--- config.mk ---
export PLATFORM = sky130hd
export DESIGN_NAME = acwd_decoder
export DESIGN_NICKNAME = d
export VERILOG_FILES = /design/src/logic/acwd_pkg.sv /design/src/logic/acwd_decoder.sv
export VERILOG_INCLUDE_DIRS = /design/src /design/src/logic
export SDC_FILE = /design/constraint.sdc
export NUM_CORES = 1
export LEC_CHECK = 0
export ABC_AREA = 1
export BUFFER_PORTS_ARGS = -buffer_cell sky130_fd_sc_hd__clkbuf_2
export CAP_MARGIN = 20
export CORE_ASPECT_RATIO = 0.5
export CORE_UTILIZATION = 31
export DETAILED_ROUTE_END_ITERATION = 16
export SYNTH_ARGS = -nofsm -noshare
export SYNTH_HDL_FRONTEND = slang
export SYNTH_SLANG_ARGS = --single-unit
--- constraint.sdc ---
create_clock -name mclk -period 1.6 [get_ports mclk]
set_clock_uncertainty 0.05 [all_clocks]
set_input_delay 0.16 -clock mclk [delete_from_list [all_inputs] [get_ports mclk]]
set_output_delay 0.16 -clock mclk [all_outputs]
set_load 0.05 [all_outputs]
--- src/logic/acwd_defines.svh ---
// Behaviour
// - Word bit 9 must match the address pin, else whole word discarded.
// - Only the last address-matched device drives serial data on next read.
// - Stored package address bit is 0 after power-up.
// - Power field 00 full down, 01/10 down at end, 11 power up.
// - Codes 00 and 11 override the automatic end-of-conversion decision.
// - Codes 01 and 10 enter partial or full down after each conversion.
// - Common-input select applies only while pair mode is 0.
// - Common select 0 gives eight ground inputs; 1 gives one-seven versus eight.
// - Pair mode forms pairs 1/2,3/4,5/6,7/8 for codes 000-011, odd positive.
// - Single-ended codes 000-111 select inputs one to eight ascending.
// - Common-referenced codes 000-110 select inputs one to seven versus eight.
// - Pair code 100 tests half reference, 101 tests full reference.
// - Convert bit set starts a conversion 400 ns after the write.
// - Stored convert bit clears when its conversion finishes.
// - External-reference bit selects reference pin and powers down internal one.
// - Word is framed by frame sync; capture starts on its falling edge.
// - All control bits are zero at power-up, so device starts powered down.
// - Configuration holds until next accepted word; writes allowed during reads.
`ifndef ACWD_DEFINES_SVH
`define ACWD_DEFINES_SVH
`define ACWD_WORD_W 10
`define ACWD_WORD_RST 10'h000
`define ACWD_BIT_ADDR 9
`define ACWD_BIT_PWR_HI 8
`define ACWD_BIT_PWR_LO 7
`define ACWD_BIT_COMMON 6
`define ACWD_BIT_PAIR 5
`define ACWD_BIT_CH_HI 4
`define ACWD_BIT_CH_LO 2
`define ACWD_BIT_CONV 1
`define ACWD_BIT_EXTERNAL_REFERENCE_SELECT 0
`define ACWD_PWR_FULL_NOW 2'h0
`define ACWD_PWR_PART_END 2'h1
`define ACWD_PWR_FULL_END 2'h2
`define ACWD_PWR_UP 2'h3
`define ACWD_CH_TEST_HALF 3'h4
`define ACWD_CH_TEST_FULL 3'h5
`define ACWD_CH_LAST_COMMON 3'h6
`define ACWD_IN_COMMON 3'h7
`define ACWD_BITS_LAST 4'h9
`define ACWD_MCLK_MHZ 250
`define ACWD_CONV_DELAY_NS 400
`define ACWD_CONV_DELAY_CYC \
	((`ACWD_CONV_DELAY_NS * `ACWD_MCLK_MHZ + 999) / 1000)
`endif

--- src/logic/acwd_pkg.sv ---
`default_nettype none
package acwd_pkg;
	typedef enum logic [2:0] {
		ACWD_PWR_ON = 3'h1,
		ACWD_PWR_PARTIAL = 3'h2,
		ACWD_PWR_FULL = 3'h4
	} acwd_pwr_t;
	typedef enum logic [3:0] {
		ACWD_REF_GROUND = 4'h1,
		ACWD_REF_COMMON = 4'h2,
		ACWD_REF_PAIR = 4'h4,
		ACWD_REF_NONE = 4'h8
	} acwd_neg_t;
endpackage : acwd_pkg
`default_nettype wire

--- src/logic/acwd_decoder.sv ---
`timescale 1ns/1ns
`default_nettype none
`include "acwd_defines.svh"
module acwd_decoder #(
	parameter int CONV_DELAY_CYC = `ACWD_CONV_DELAY_CYC
) (
	input wire logic mclk,
	input wire logic reset_n,
	input wire logic clk_en,
	input wire logic addr_pin,
	input wire logic sclk_pin,
	input wire logic sdata_in_pin,
	input wire logic transmit_frame_sync_n_pin,
	input wire logic read_frame_sync_n_pin,
	input wire logic result_bit,
	input wire logic conv_done,
	output logic sdata_out,
	output logic sdata_oe,
	output logic conv_start,
	output logic convert_pending,
	output acwd_pkg::acwd_pwr_t power_state,
	output logic [2:0] input_pos,
	output logic [2:0] input_neg,
	output acwd_pkg::acwd_neg_t neg_kind,
	output logic input_valid,
	output logic test_half_ref,
	output logic test_full_ref,
	output logic external_reference_select,
	output logic int_ref_power_down,
	output logic [9:0] active_word
);

////////////////////////////////////////////////////////////////////////////////
// Pin synchronisers. Every pin is foreign to mclk, so each one passes two
// flops before any logic looks at it.

localparam int NSYNC = 5;
logic [NSYNC-1:0] pins;
logic [NSYNC-1:0] sync1_ff;
logic [NSYNC-1:0] sync2_ff;
logic [NSYNC-1:0] sync3_ff;

assign pins = {addr_pin, sclk_pin, sdata_in_pin,
	transmit_frame_sync_n_pin, read_frame_sync_n_pin};

genvar gi;
generate
	for (gi = 0; gi < NSYNC; gi++) begin : g_sync
		always_ff @(posedge mclk or negedge reset_n) begin
			if (!reset_n) begin
				sync1_ff[gi] <= 1'b1;
				sync2_ff[gi] <= 1'b1;
				sync3_ff[gi] <= 1'b1;
			end else if (clk_en) begin
				sync1_ff[gi] <= pins[gi];
				sync2_ff[gi] <= sync1_ff[gi];
				sync3_ff[gi] <= sync2_ff[gi];
			end
		end
	end
endgenerate

logic addr_s;
logic sclk_fall;
logic sdata_s;
logic tfs_n_s;
logic tfs_fall;
logic rfs_n_s;

assign addr_s = sync2_ff[4];
assign sclk_fall = sync3_ff[3] & ~sync2_ff[3];
assign sdata_s = sync2_ff[2];
assign tfs_n_s = sync2_ff[1];
assign tfs_fall = sync3_ff[1] & ~sync2_ff[1];
assign rfs_n_s = sync2_ff[0];

////////////////////////////////////////////////////////////////////////////////
// Serial word receiver. A frame that ends early is dropped whole, so a
// partly shifted word can never reach the configuration.

logic in_frame_ff;
logic [3:0] bit_cnt_ff;
logic [9:0] shift_ff;
logic word_ready;
logic [9:0] word_rx;

assign word_rx = {shift_ff[8:0], sdata_s};
assign word_ready = in_frame_ff & sclk_fall & !tfs_n_s
	& (bit_cnt_ff == `ACWD_BITS_LAST);

always_ff @(posedge mclk or negedge reset_n) begin
	if (!reset_n) begin
		in_frame_ff <= 1'b0;
		bit_cnt_ff <= 4'h0;
		shift_ff <= `ACWD_WORD_RST;
	end else if (clk_en) begin
		if (tfs_fall) begin
			in_frame_ff <= 1'b1;
			bit_cnt_ff <= 4'h0;
		end else if (tfs_n_s || word_ready) begin
			in_frame_ff <= 1'b0;
		end else if (in_frame_ff && sclk_fall) begin
			shift_ff <= word_rx;
			bit_cnt_ff <= bit_cnt_ff + 4'h1;
		end
	end
end

////////////////////////////////////////////////////////////////////////////////
// Control word store. The receiver runs independently of the read path, so
// a write lands even while a result is being shifted out.

logic word_match;
logic [9:0] ctl_ff;
logic selected_ff;

assign word_match = word_ready
	& (word_rx[`ACWD_BIT_ADDR] == addr_s);

always_ff @(posedge mclk or negedge reset_n) begin
	if (!reset_n) begin
		ctl_ff <= `ACWD_WORD_RST;
	end else if (clk_en) begin
		if (word_match) begin
			ctl_ff <= word_rx;
		end else if (conv_done) begin
			ctl_ff[`ACWD_BIT_CONV] <= 1'b0;
		end
	end
end

// A mismatched word on the shared bus deselects this device.
always_ff @(posedge mclk or negedge reset_n) begin
	if (!reset_n) begin
		selected_ff <= 1'b0;
	end else if (clk_en && word_ready) begin
		selected_ff <= word_match;
	end
end

assign active_word = ctl_ff;
assign convert_pending = ctl_ff[`ACWD_BIT_CONV];

////////////////////////////////////////////////////////////////////////////////
// Serial read output. The pin stays released unless this device took the
// most recent address-matched word and a read frame is open.

logic sdata_ff;

always_ff @(posedge mclk or negedge reset_n) begin
	if (!reset_n) begin
		sdata_ff <= 1'b0;
	end else if (clk_en) begin
		sdata_ff <= result_bit;
	end
end

assign sdata_out = sdata_ff;
assign sdata_oe = selected_ff & !rfs_n_s;

////////////////////////////////////////////////////////////////////////////////
// Software convert start. The delay gives the input time to settle when
// the same word also switches channel.

localparam int DW = $clog2(CONV_DELAY_CYC + 1);
logic [DW-1:0] delay_ff;
logic delay_run_ff;
logic start_ff;

always_ff @(posedge mclk or negedge reset_n) begin
	if (!reset_n) begin
		delay_ff <= '0;
		delay_run_ff <= 1'b0;
		start_ff <= 1'b0;
	end else if (clk_en) begin
		start_ff <= 1'b0;
		if (word_match && word_rx[`ACWD_BIT_CONV]) begin
			delay_run_ff <= 1'b1;
			delay_ff <= DW'(CONV_DELAY_CYC - 1);
		end else if (delay_run_ff) begin
			if (delay_ff == '0) begin
				delay_run_ff <= 1'b0;
				start_ff <= 1'b1;
			end else begin
				delay_ff <= delay_ff - DW'(1);
			end
		end
	end
end

assign conv_start = start_ff;

////////////////////////////////////////////////////////////////////////////////
// Power state. In codes 01 and 10 a conversion start wakes the converter;
// those two automatic codes then pick the sleep depth once it completes.

acwd_pkg::acwd_pwr_t pwr_ff;
acwd_pkg::acwd_pwr_t nxt_pwr;
logic [1:0] pfield;

assign pfield = ctl_ff[`ACWD_BIT_PWR_HI:`ACWD_BIT_PWR_LO];

always_comb begin
	nxt_pwr = pwr_ff;
	case (pfield)
		`ACWD_PWR_FULL_NOW: nxt_pwr = acwd_pkg::ACWD_PWR_FULL;
		`ACWD_PWR_UP: nxt_pwr = acwd_pkg::ACWD_PWR_ON;
		`ACWD_PWR_PART_END: begin
			if (conv_done) begin
				nxt_pwr = acwd_pkg::ACWD_PWR_PARTIAL;
			end else if (start_ff) begin
				nxt_pwr = acwd_pkg::ACWD_PWR_ON;
			end
		end
		default: begin
			if (conv_done) begin
				nxt_pwr = acwd_pkg::ACWD_PWR_FULL;
			end else if (start_ff) begin
				nxt_pwr = acwd_pkg::ACWD_PWR_ON;
			end
		end
	endcase
end

always_ff @(posedge mclk or negedge reset_n) begin
	if (!reset_n) begin
		pwr_ff <= acwd_pkg::ACWD_PWR_FULL;
	end else if (clk_en) begin
		pwr_ff <= nxt_pwr;
	end
end

assign power_state = pwr_ff;

////////////////////////////////////////////////////////////////////////////////
// Reference select.

assign external_reference_select = ctl_ff[`ACWD_BIT_EXTERNAL_REFERENCE_SELECT];
assign int_ref_power_down = ctl_ff[`ACWD_BIT_EXTERNAL_REFERENCE_SELECT];

////////////////////////////////////////////////////////////////////////////////
// Input multiplexer decode. Indices are zero based: 0 is input one.

logic [2:0] ch;
logic pair_mode;
logic common_sel;

assign ch = ctl_ff[`ACWD_BIT_CH_HI:`ACWD_BIT_CH_LO];
assign pair_mode = ctl_ff[`ACWD_BIT_PAIR];
assign common_sel = ctl_ff[`ACWD_BIT_COMMON];

always_comb begin
	input_pos = 3'h0;
	input_neg = 3'h0;
	neg_kind = acwd_pkg::ACWD_REF_NONE;
	input_valid = 1'b0;
	test_half_ref = 1'b0;
	test_full_ref = 1'b0;
	if (pair_mode) begin
		if (!ch[2]) begin
			input_pos = {ch[1:0], 1'b0};
			input_neg = {ch[1:0], 1'b1};
			neg_kind = acwd_pkg::ACWD_REF_PAIR;
			input_valid = 1'b1;
		end else if (ch == `ACWD_CH_TEST_HALF) begin
			test_half_ref = 1'b1;
		end else if (ch == `ACWD_CH_TEST_FULL) begin
			test_full_ref = 1'b1;
		end
		// Codes 110 and 111 leave everything deselected.
	end else if (common_sel) begin
		if (ch <= `ACWD_CH_LAST_COMMON) begin
			input_pos = ch;
			input_neg = `ACWD_IN_COMMON;
			neg_kind = acwd_pkg::ACWD_REF_COMMON;
			input_valid = 1'b1;
		end
	end else begin
		input_pos = ch;
		neg_kind = acwd_pkg::ACWD_REF_GROUND;
		input_valid = 1'b1;
	end
end

endmodule : acwd_decoder
`default_nettype wire

**After elaboration in Yosys (flattened, before gate mapping)**

Index checks and enable logic that the tools add are counted.
Widths: inputs -> output; s select.

- Add/subtract/negate cells: 2
- Order comparisons: 1
- Equal/unequal tests: 8
- Muxes and demuxes: 43
- Bitwise gates (word level): 11
- Reduce and logical (&&, ||, !) cells: 18

Operators with widths:

| operator | number |
|---|---|
| $mux 3 | 11 |
| $mux 4 | 7 |
| $mux 1 | 21 |
| $mux 7 | 3 |
| $pmux 3 s3 | 1 |
| $reduce_bool 2->1 | 4 |
| $and 1x1->1 | 7 |
| $logic_not 7->1 | 1 |
| $sub 7x1->7 const B | 1 |
| $eq 3x3->1 const B | 2 |
| $reduce_and 2->1 | 3 |
| $reduce_and 3->1 | 2 |
| $add 4x1->4 const B | 1 |
| $eq 4x4->1 const B | 1 |
| $ne 2x2->1 const B | 2 |
| $not 1->1 | 4 |
| $reduce_and 4->1 | 1 |
| $le 3x3->1 const B | 1 |
| $logic_and 1x1->1 | 3 |
| $eq 2x1->1 const B | 1 |
| $eq 2x2->1 const B | 1 |
| $logic_not 1->1 | 2 |
| $logic_not 2->1 | 1 |
| $eq 1x1->1 | 1 |
| $logic_or 1x1->1 | 1 |

- Register bits: 50
- Output and inout port bits: 32
- Word-level logic and storage cells: 106

**Longest topological paths before layout**

Gate-level depths: netlist (run 1).

- Depth after elaboration: 9
- Gate-level depth with buffers: 10

**Least setup slack after synthesis (run 1)**

Ideal clock, no wire load.

- Path type: register -> output
- Start: reg ctl_ff[5], in the netlist active_word[5]
- End: out input_neg[1]
- Arrival: 2.904 ns
- Data required time: 1.390 ns
- Slack: -1.514 ns
- Stages on the path, launching flop included: 5
- Path buffers: 0
- Path through: dfrtp_1 inv_1 nor2_1 inv_1 o21ai_0

- Cells in the longest elaborated chain, start to end: 1

Ends and longest elaborated chain:

| element | RTL line | RTL |
|---|---|---|
| from (decl) | acwd_decoder.sv:114 | `logic [9:0] ctl_ff;` |
| from (signal assigned) | acwd_decoder.sv:122 | `` ctl_ff <= `ACWD_WORD_RST; `` |
| from (signal assigned) | acwd_decoder.sv:125 | `ctl_ff <= word_rx;` |
| $mux 3 | acwd_decoder.sv:259 | `if (pair_mode) begin` |
| to (decl) | acwd_decoder.sv:23 | `output logic [2:0] input_neg,` |

Every way passes these cells.

**Worst setup path in the final report (run 1)**

- Start: reg ctl_ff[5], in the netlist active_word[5]
- End: out input_pos[2]

- Cells in the longest elaborated chain, start to end: 1

Ends and longest elaborated chain:

| element | RTL line | RTL |
|---|---|---|
| $mux 3 | acwd_decoder.sv:259 |  |
| to (decl) | acwd_decoder.sv:22 | `output logic [2:0] input_pos,` |

Every way passes these cells.

==> impl_metrics.ini, run 1 <==
[synth]
synth.net_count = 318
synth_edf_count = 0
synth-main-ff-cell = dfrtp_1
netlist_top_cells_area = dfrtp_1, nand2_1, dfstp_2
netlist_area_sq_um = 2520
synth_async_sr_flop_share_pct = 100
synthTopCellsByCount = nand2_1, dfrtp_1, inv_1
syn_area_per_cell_sq_um = 8.30
syn_inst = 304
synth_top_area_share_pct = 36.7
ys_ff_latch = 50
yosys.cell_types.count = 31
ys.warnings.count = 0
seq_area_frac_synth_pct = 50.2
synth_most_common_cell = nand2_1
yosys.area.top_type = dfrtp_1

[timing]
slew_headroom_pct = 78.3
finalHoldWorstSlack_ps = 4.32
finalWorstSetupSlack_ps = -21.3
hold_viol = 0
drv_slew = 0
worst_pin_slew_ps = 325
timing.final.crit_period_ps = 1620
rsz0062_at_grt = true
setup_viol = 3
period_share_pct = 101
fmax_mhz = 617

[drt]
drtAntennaViolNets = 0
firstDrtPassIters = 4
drt_iter0_markers = 107
wl_um = 5370
drc_errors = 0
routedWlPerCell_um = 11.1
vias = 2129
viasPerCell = 4.42

[clock_tree]
cts_sinks = 50
root_buffer = clkbuf_16
cts_tree = done
cts_max_level = 2
clock_latency_ps = 290
clockBufferDepth = 2
cts_made_buffers = 5
clk_pin_slew_ps = 70

[die]
die_area_sq_um = 8520
ios = 42
fp.dieW_um = 130
rows = 22
start_util_pct = 33.2
core_sq_um = 7600
chipHeight_um = 65.8

[hold_path]
hold_depth = 3
hold_path_end = sync1_ff[1]
worstHoldPathType = input pin to flip-flop
min_from = transmit_frame_sync_n_pin

[critical_path]
r2r-start = bit_cnt_ff[1]
reg2reg_to = delay_ff[3]
endpoint_kind = primary output
slowest_stage = dfrtp_2
critPathMaxFanout = 6
crit_chain = clkinvlp_4 > nor2_4 > inv_4 > o22ai_2 > buf_8
critPathKind = flip-flop to primary output
cp.arrival_ps = 1410
r2r_slack_ps = 50
worstPathRequired_ps = 1390
worst-r2r-cell-count = 8
slowest_delay_ps = 380
cp-start-kind = flip-flop

[outcome]
status = finished, violations left
violations = negative setup slack

[global_route]
grtUsageTotal_pct = 13.3
grt_max_degree = 51
overflow = 0
grt_pass1_vias = 1935
grt_pass1_wl_um = 8780
antenna_found_initial = 0

[cells_and_area]
nets = 387
antennaDiodeCount = 0
drive_gt1_share_pct = 36.1
syn_to_final_growth_pct = 38.4
stdcell_count = 482

[place]
place_inst = 456
dp_hpwl_um = 3490
portBuffers = 41
place_ws_ps = 83.4
gp_congestion = 0.732

[power_and_ir_drop]
power_density_nw_per_um2 = 900
ir_worst_vdd_mv = 0.363
power.leakage_nw = 1.80

[run]
cap_violations = 0
[what timing repair did]
action | in CTS | in global routing
buffers inserted | 3 | 8
gates resized for setup | 21 | 23
cloned | 0 | 3
endpoints found under the hold margin | 40 | 0
setup endpoints to repair | 11 | 31
hold buffers | 4 | 0
pin swaps | 1 | 7
[power by group]
part	switching, mW	internal [mW]
Combinational	0.349	0.216
Clock	0.451	0.627
Sequential	0.107	1.39
[worst max-delay path, delay by kind of cell, from the launching register on]
kind	cells	cell delay (ps)
buffers and inverters	3	400
flip-flops	1	380
AO/OA/AOI/OAI	1	190
AND/OR/NAND/NOR	1	150
[per-stage QoR]
stage	total power [mW]	TNS, ps	cell area (sq um)	util (%)
2_1_floorplan	1.84	-2090	2590	-
3_3_place_gp	1.99	0	2990	39.3
3_5_place_dp	2.00	0	2990	39.3
4_1_cts	3.13	-98.2	3290	43.3
5_1_grt	3.33	-796	3490	45.9
6_report	3.14	-38.4	3490	45.9
[cells by family (layout without fill, tap and decap cells)]
| group | after synthesis | in the layout | share of synthesized area [%] |
|---|---|---|---|
| xor gates and xnor gates | 4 | 4 | 1.39 |
| adders and majority gates | 4 | 4 | 1.98 |
| and+or+nand+nor | 169 | 170 | 31.2 |
| DFF | 50 | 50 | 50.2 |
| AOI/OAI and AO/OA | 33 | 33 | 7.74 |
| buffers and inverters | 44 | 113 | 7.44 |
[cell usage in the layout, fill, tap and decap left out, drive strengths merged, types with 5 or more instances in the layout]
cell,instances
nand2,106
clkbuf,42
dfrtp,37
inv,34
nand3,30
buf,29
nor2,25
o21ai,21
dfstp,13
a21oi,7
nand4,5
[flip-flops by register name, indices dropped and copies added, names as in the netlist, 2 cells and up]
register     flops
active_word     10
bit_cnt_ff       4
delay_ff         7
power_state      3
shift_ff         9
sync1_ff         5
sync3_ff         2
[layer usage]
layer | routed length (um) | global-route usage, %
met2 | 2570 | 23.0
met3 | 148 | 2.91
met4 | 63 | 4.80
met5 | 0 | 0
met1 | 2590 | 16.4
[worst max path at each step]
stage,start,endpoint,slack [ps]
3_5_place_dp,active_word[6],neg_kind[3],80
6_report,active_word[5],input_pos[2],-20
4_1_cts,active_word[5],input_pos[2],-30
5_1_grt,active_word[2],neg_kind[1],-70
2_1_floorplan,active_word[5],input_pos[1],-320
3_3_place_gp,active_word[6],neg_kind[3],100
[layout make-up]
cell class                 count  area, sq um
clock inverter                 2         17.5
tap                          108          135
fill                         721         4110
inverter                      36          150
timing repair buffer          69          571
clock buffer                   6          139
multi-input combinational    211         1210
sequential                    50         1270
Note: power is estimated with default switching activity, not from simulation.
==> run 2: changes to the inputs <==
Settings changed: GPL_ROUTABILITY_DRIVEN set to 0, HOLD_SLACK_MARGIN set to 0.06, RECOVER_POWER set to 25.
==> impl_metrics.ini, run 2 (synthesis results as in run 1) <==
[critical_path]
critPathKind = flip-flop to primary output
cp_top_family = buffers and inverters
cp-start-kind = flip-flop
cp_num_buf_inv = 3
slowest_delay_ps = 380
worst-r2r-cell-count = 8
cp.arrival_ps = 1410
critPathMaxFanout = 6
crit_chain = clkinvlp_4 > nor2_4 > inv_4 > o22ai_2 > buf_8
endpoint_kind = primary output
r2r-start = bit_cnt_ff[1]
r2r_slack_ps = 60
reg2reg_to = active_word[4]
worstPathRequired_ps = 1390
slowest_stage = dfrtp_2

[clock_tree]
root_buffer = clkbuf_16
clk_pin_slew_ps = 70
cts_max_level = 2
cts_tree = done
clock_latency_ps = 290
clockBufferDepth = 2
cts_sinks = 50
cts_made_buffers = 5

[hold_path]
hold_depth = 2
min_from = clk_en
hold_path_end = addr_s
worstHoldPathType = input pin to flip-flop

[global_route]
grtUsageTotal_pct = 13.3
grt_pass1_vias = 1940
antenna_found_initial = 0
overflow = 0
grt_pass1_wl_um = 8800
grt_max_degree = 51

[place]
portBuffers = 41
dp_hpwl_um = 3490
place_ws_ps = 83.4
place_inst = 456

[die]
rows = 22
die_area_sq_um = 8520
core_sq_um = 7600
chipHeight_um = 65.8
start_util_pct = 33.2
ios = 42
fp.dieW_um = 130

[cells_and_area]
nets = 390
stdcell_count = 485
drive_gt1_share_pct = 35.8
syn_to_final_growth_pct = 39.1
antennaDiodeCount = 0
final_common_cell = nand2_1
largest_reg_flops = 10
n_fill_cell = 719
mostFrequentLayoutCells = nand2_1, dfrtp_1, clkbuf_2, inv_1, nand3_1
post-route-util_pct = 46.2

[power_and_ir_drop]
power.leakage_nw = 1.81
ir_worst_vdd_mv = 0.359
power_density_nw_per_um2 = 898
total_power_mw = 3.15

[timing]
slew_headroom_pct = 54.4
period_share_pct = 101
drv_slew = 0
rsz0062_at_grt = true
fmax_mhz = 617
hold_viol = 0
worst_pin_slew_ps = 684
fin_tns_setup_ps = -38.7
finalWorstSetupSlack_ps = -21.6
timing.final.crit_period_ps = 1620
setup_viol = 3

[drt]
drtAntennaViolNets = 0
vias = 2131
routedWlPerCell_um = 11.2
drt_iter0_markers = 118
viasPerCell = 4.39
wl_um = 5430
drc_errors = 0
firstDrtPassIters = 4

[outcome]
violations = negative setup slack
status = finished, violations left

[run]
cap_violations = 0
## run 2: cell count changes in the layout (fill, tap and decap cells not counted), sizes merged
cell         delta
dlygate4sd3     +3
buf             -1
clkbuf          +1
## run 2: worst max path at each step
stage,start,endpoint,slack (ps),cells past startpoint
CTS,active_word[5],input_pos[2],-30,5
floorplan,active_word[5],input_pos[1],-320,4
finish,active_word[5],input_pos[2],-20,5
detailed placement,active_word[6],neg_kind[3],80,5
global placement,active_word[6],neg_kind[3],100,5
global route,active_word[2],neg_kind[1],-70,4
## run 2: what timing repair did
item                                    CTS  global route
cloned                                    0             3
setup buffers                             3             8
resized for setup                        21            23
hold endpoints to repair                 43             0
pin swaps                                 1             7
hold buffers                              7             0
endpoints found under the setup margin   11            31
## run 2: routing by layer
metal / vias to the layer above / GRT usage, % / routed length (um)
li1: 1116 / - / -
met1: 982 / 16.4 / 2640
met2: 28 / 23.1 / 2600
met3: 5 / 2.91 / 132
met4: 0 / 4.80 / 59
met5: - / 0 / 0
## run 2: through the flow
step,hold slack (ps),area (sq um)
2_1_floorplan,-186,2590
3_3_place_gp,123,2990
3_5_place_dp,124,2990
4_1_cts,156,3320
5_1_grt,201,3510
6_report,161,3510
## run 2: power breakdown
part	internal [mW]	switching (mW)	leakage [nW]
clock	0.627	0.455	0.0770
sequential	1.39	0.107	0.619
combinational	0.217	0.350	1.11
## run 2: layout make-up
cell class / instances / area [sq um] / area share (%)
inverter: 36 / 150 / 4.28
multi-input combinational: 211 / 1210 / 34.4
tap: 108 / 135 / 3.85
clock inverter: 2 / 17.5 / 0.499
clock buffer: 6 / 139 / 3.96
timing repair buffer: 72 / 588 / 16.8
sequential: 50 / 1270 / 36.3
## run 2: worst register-to-register path, delay by kind of cell (launching register included)
| kind | cells | cell delay [ps] |
|---|---|---|
| flops | 1 | 380 |
| buf+inv | 2 | 270 |
| simple gates | 4 | 560 |
| fa+ha+maj | 1 | 150 |
| compound gates | 1 | 30 |
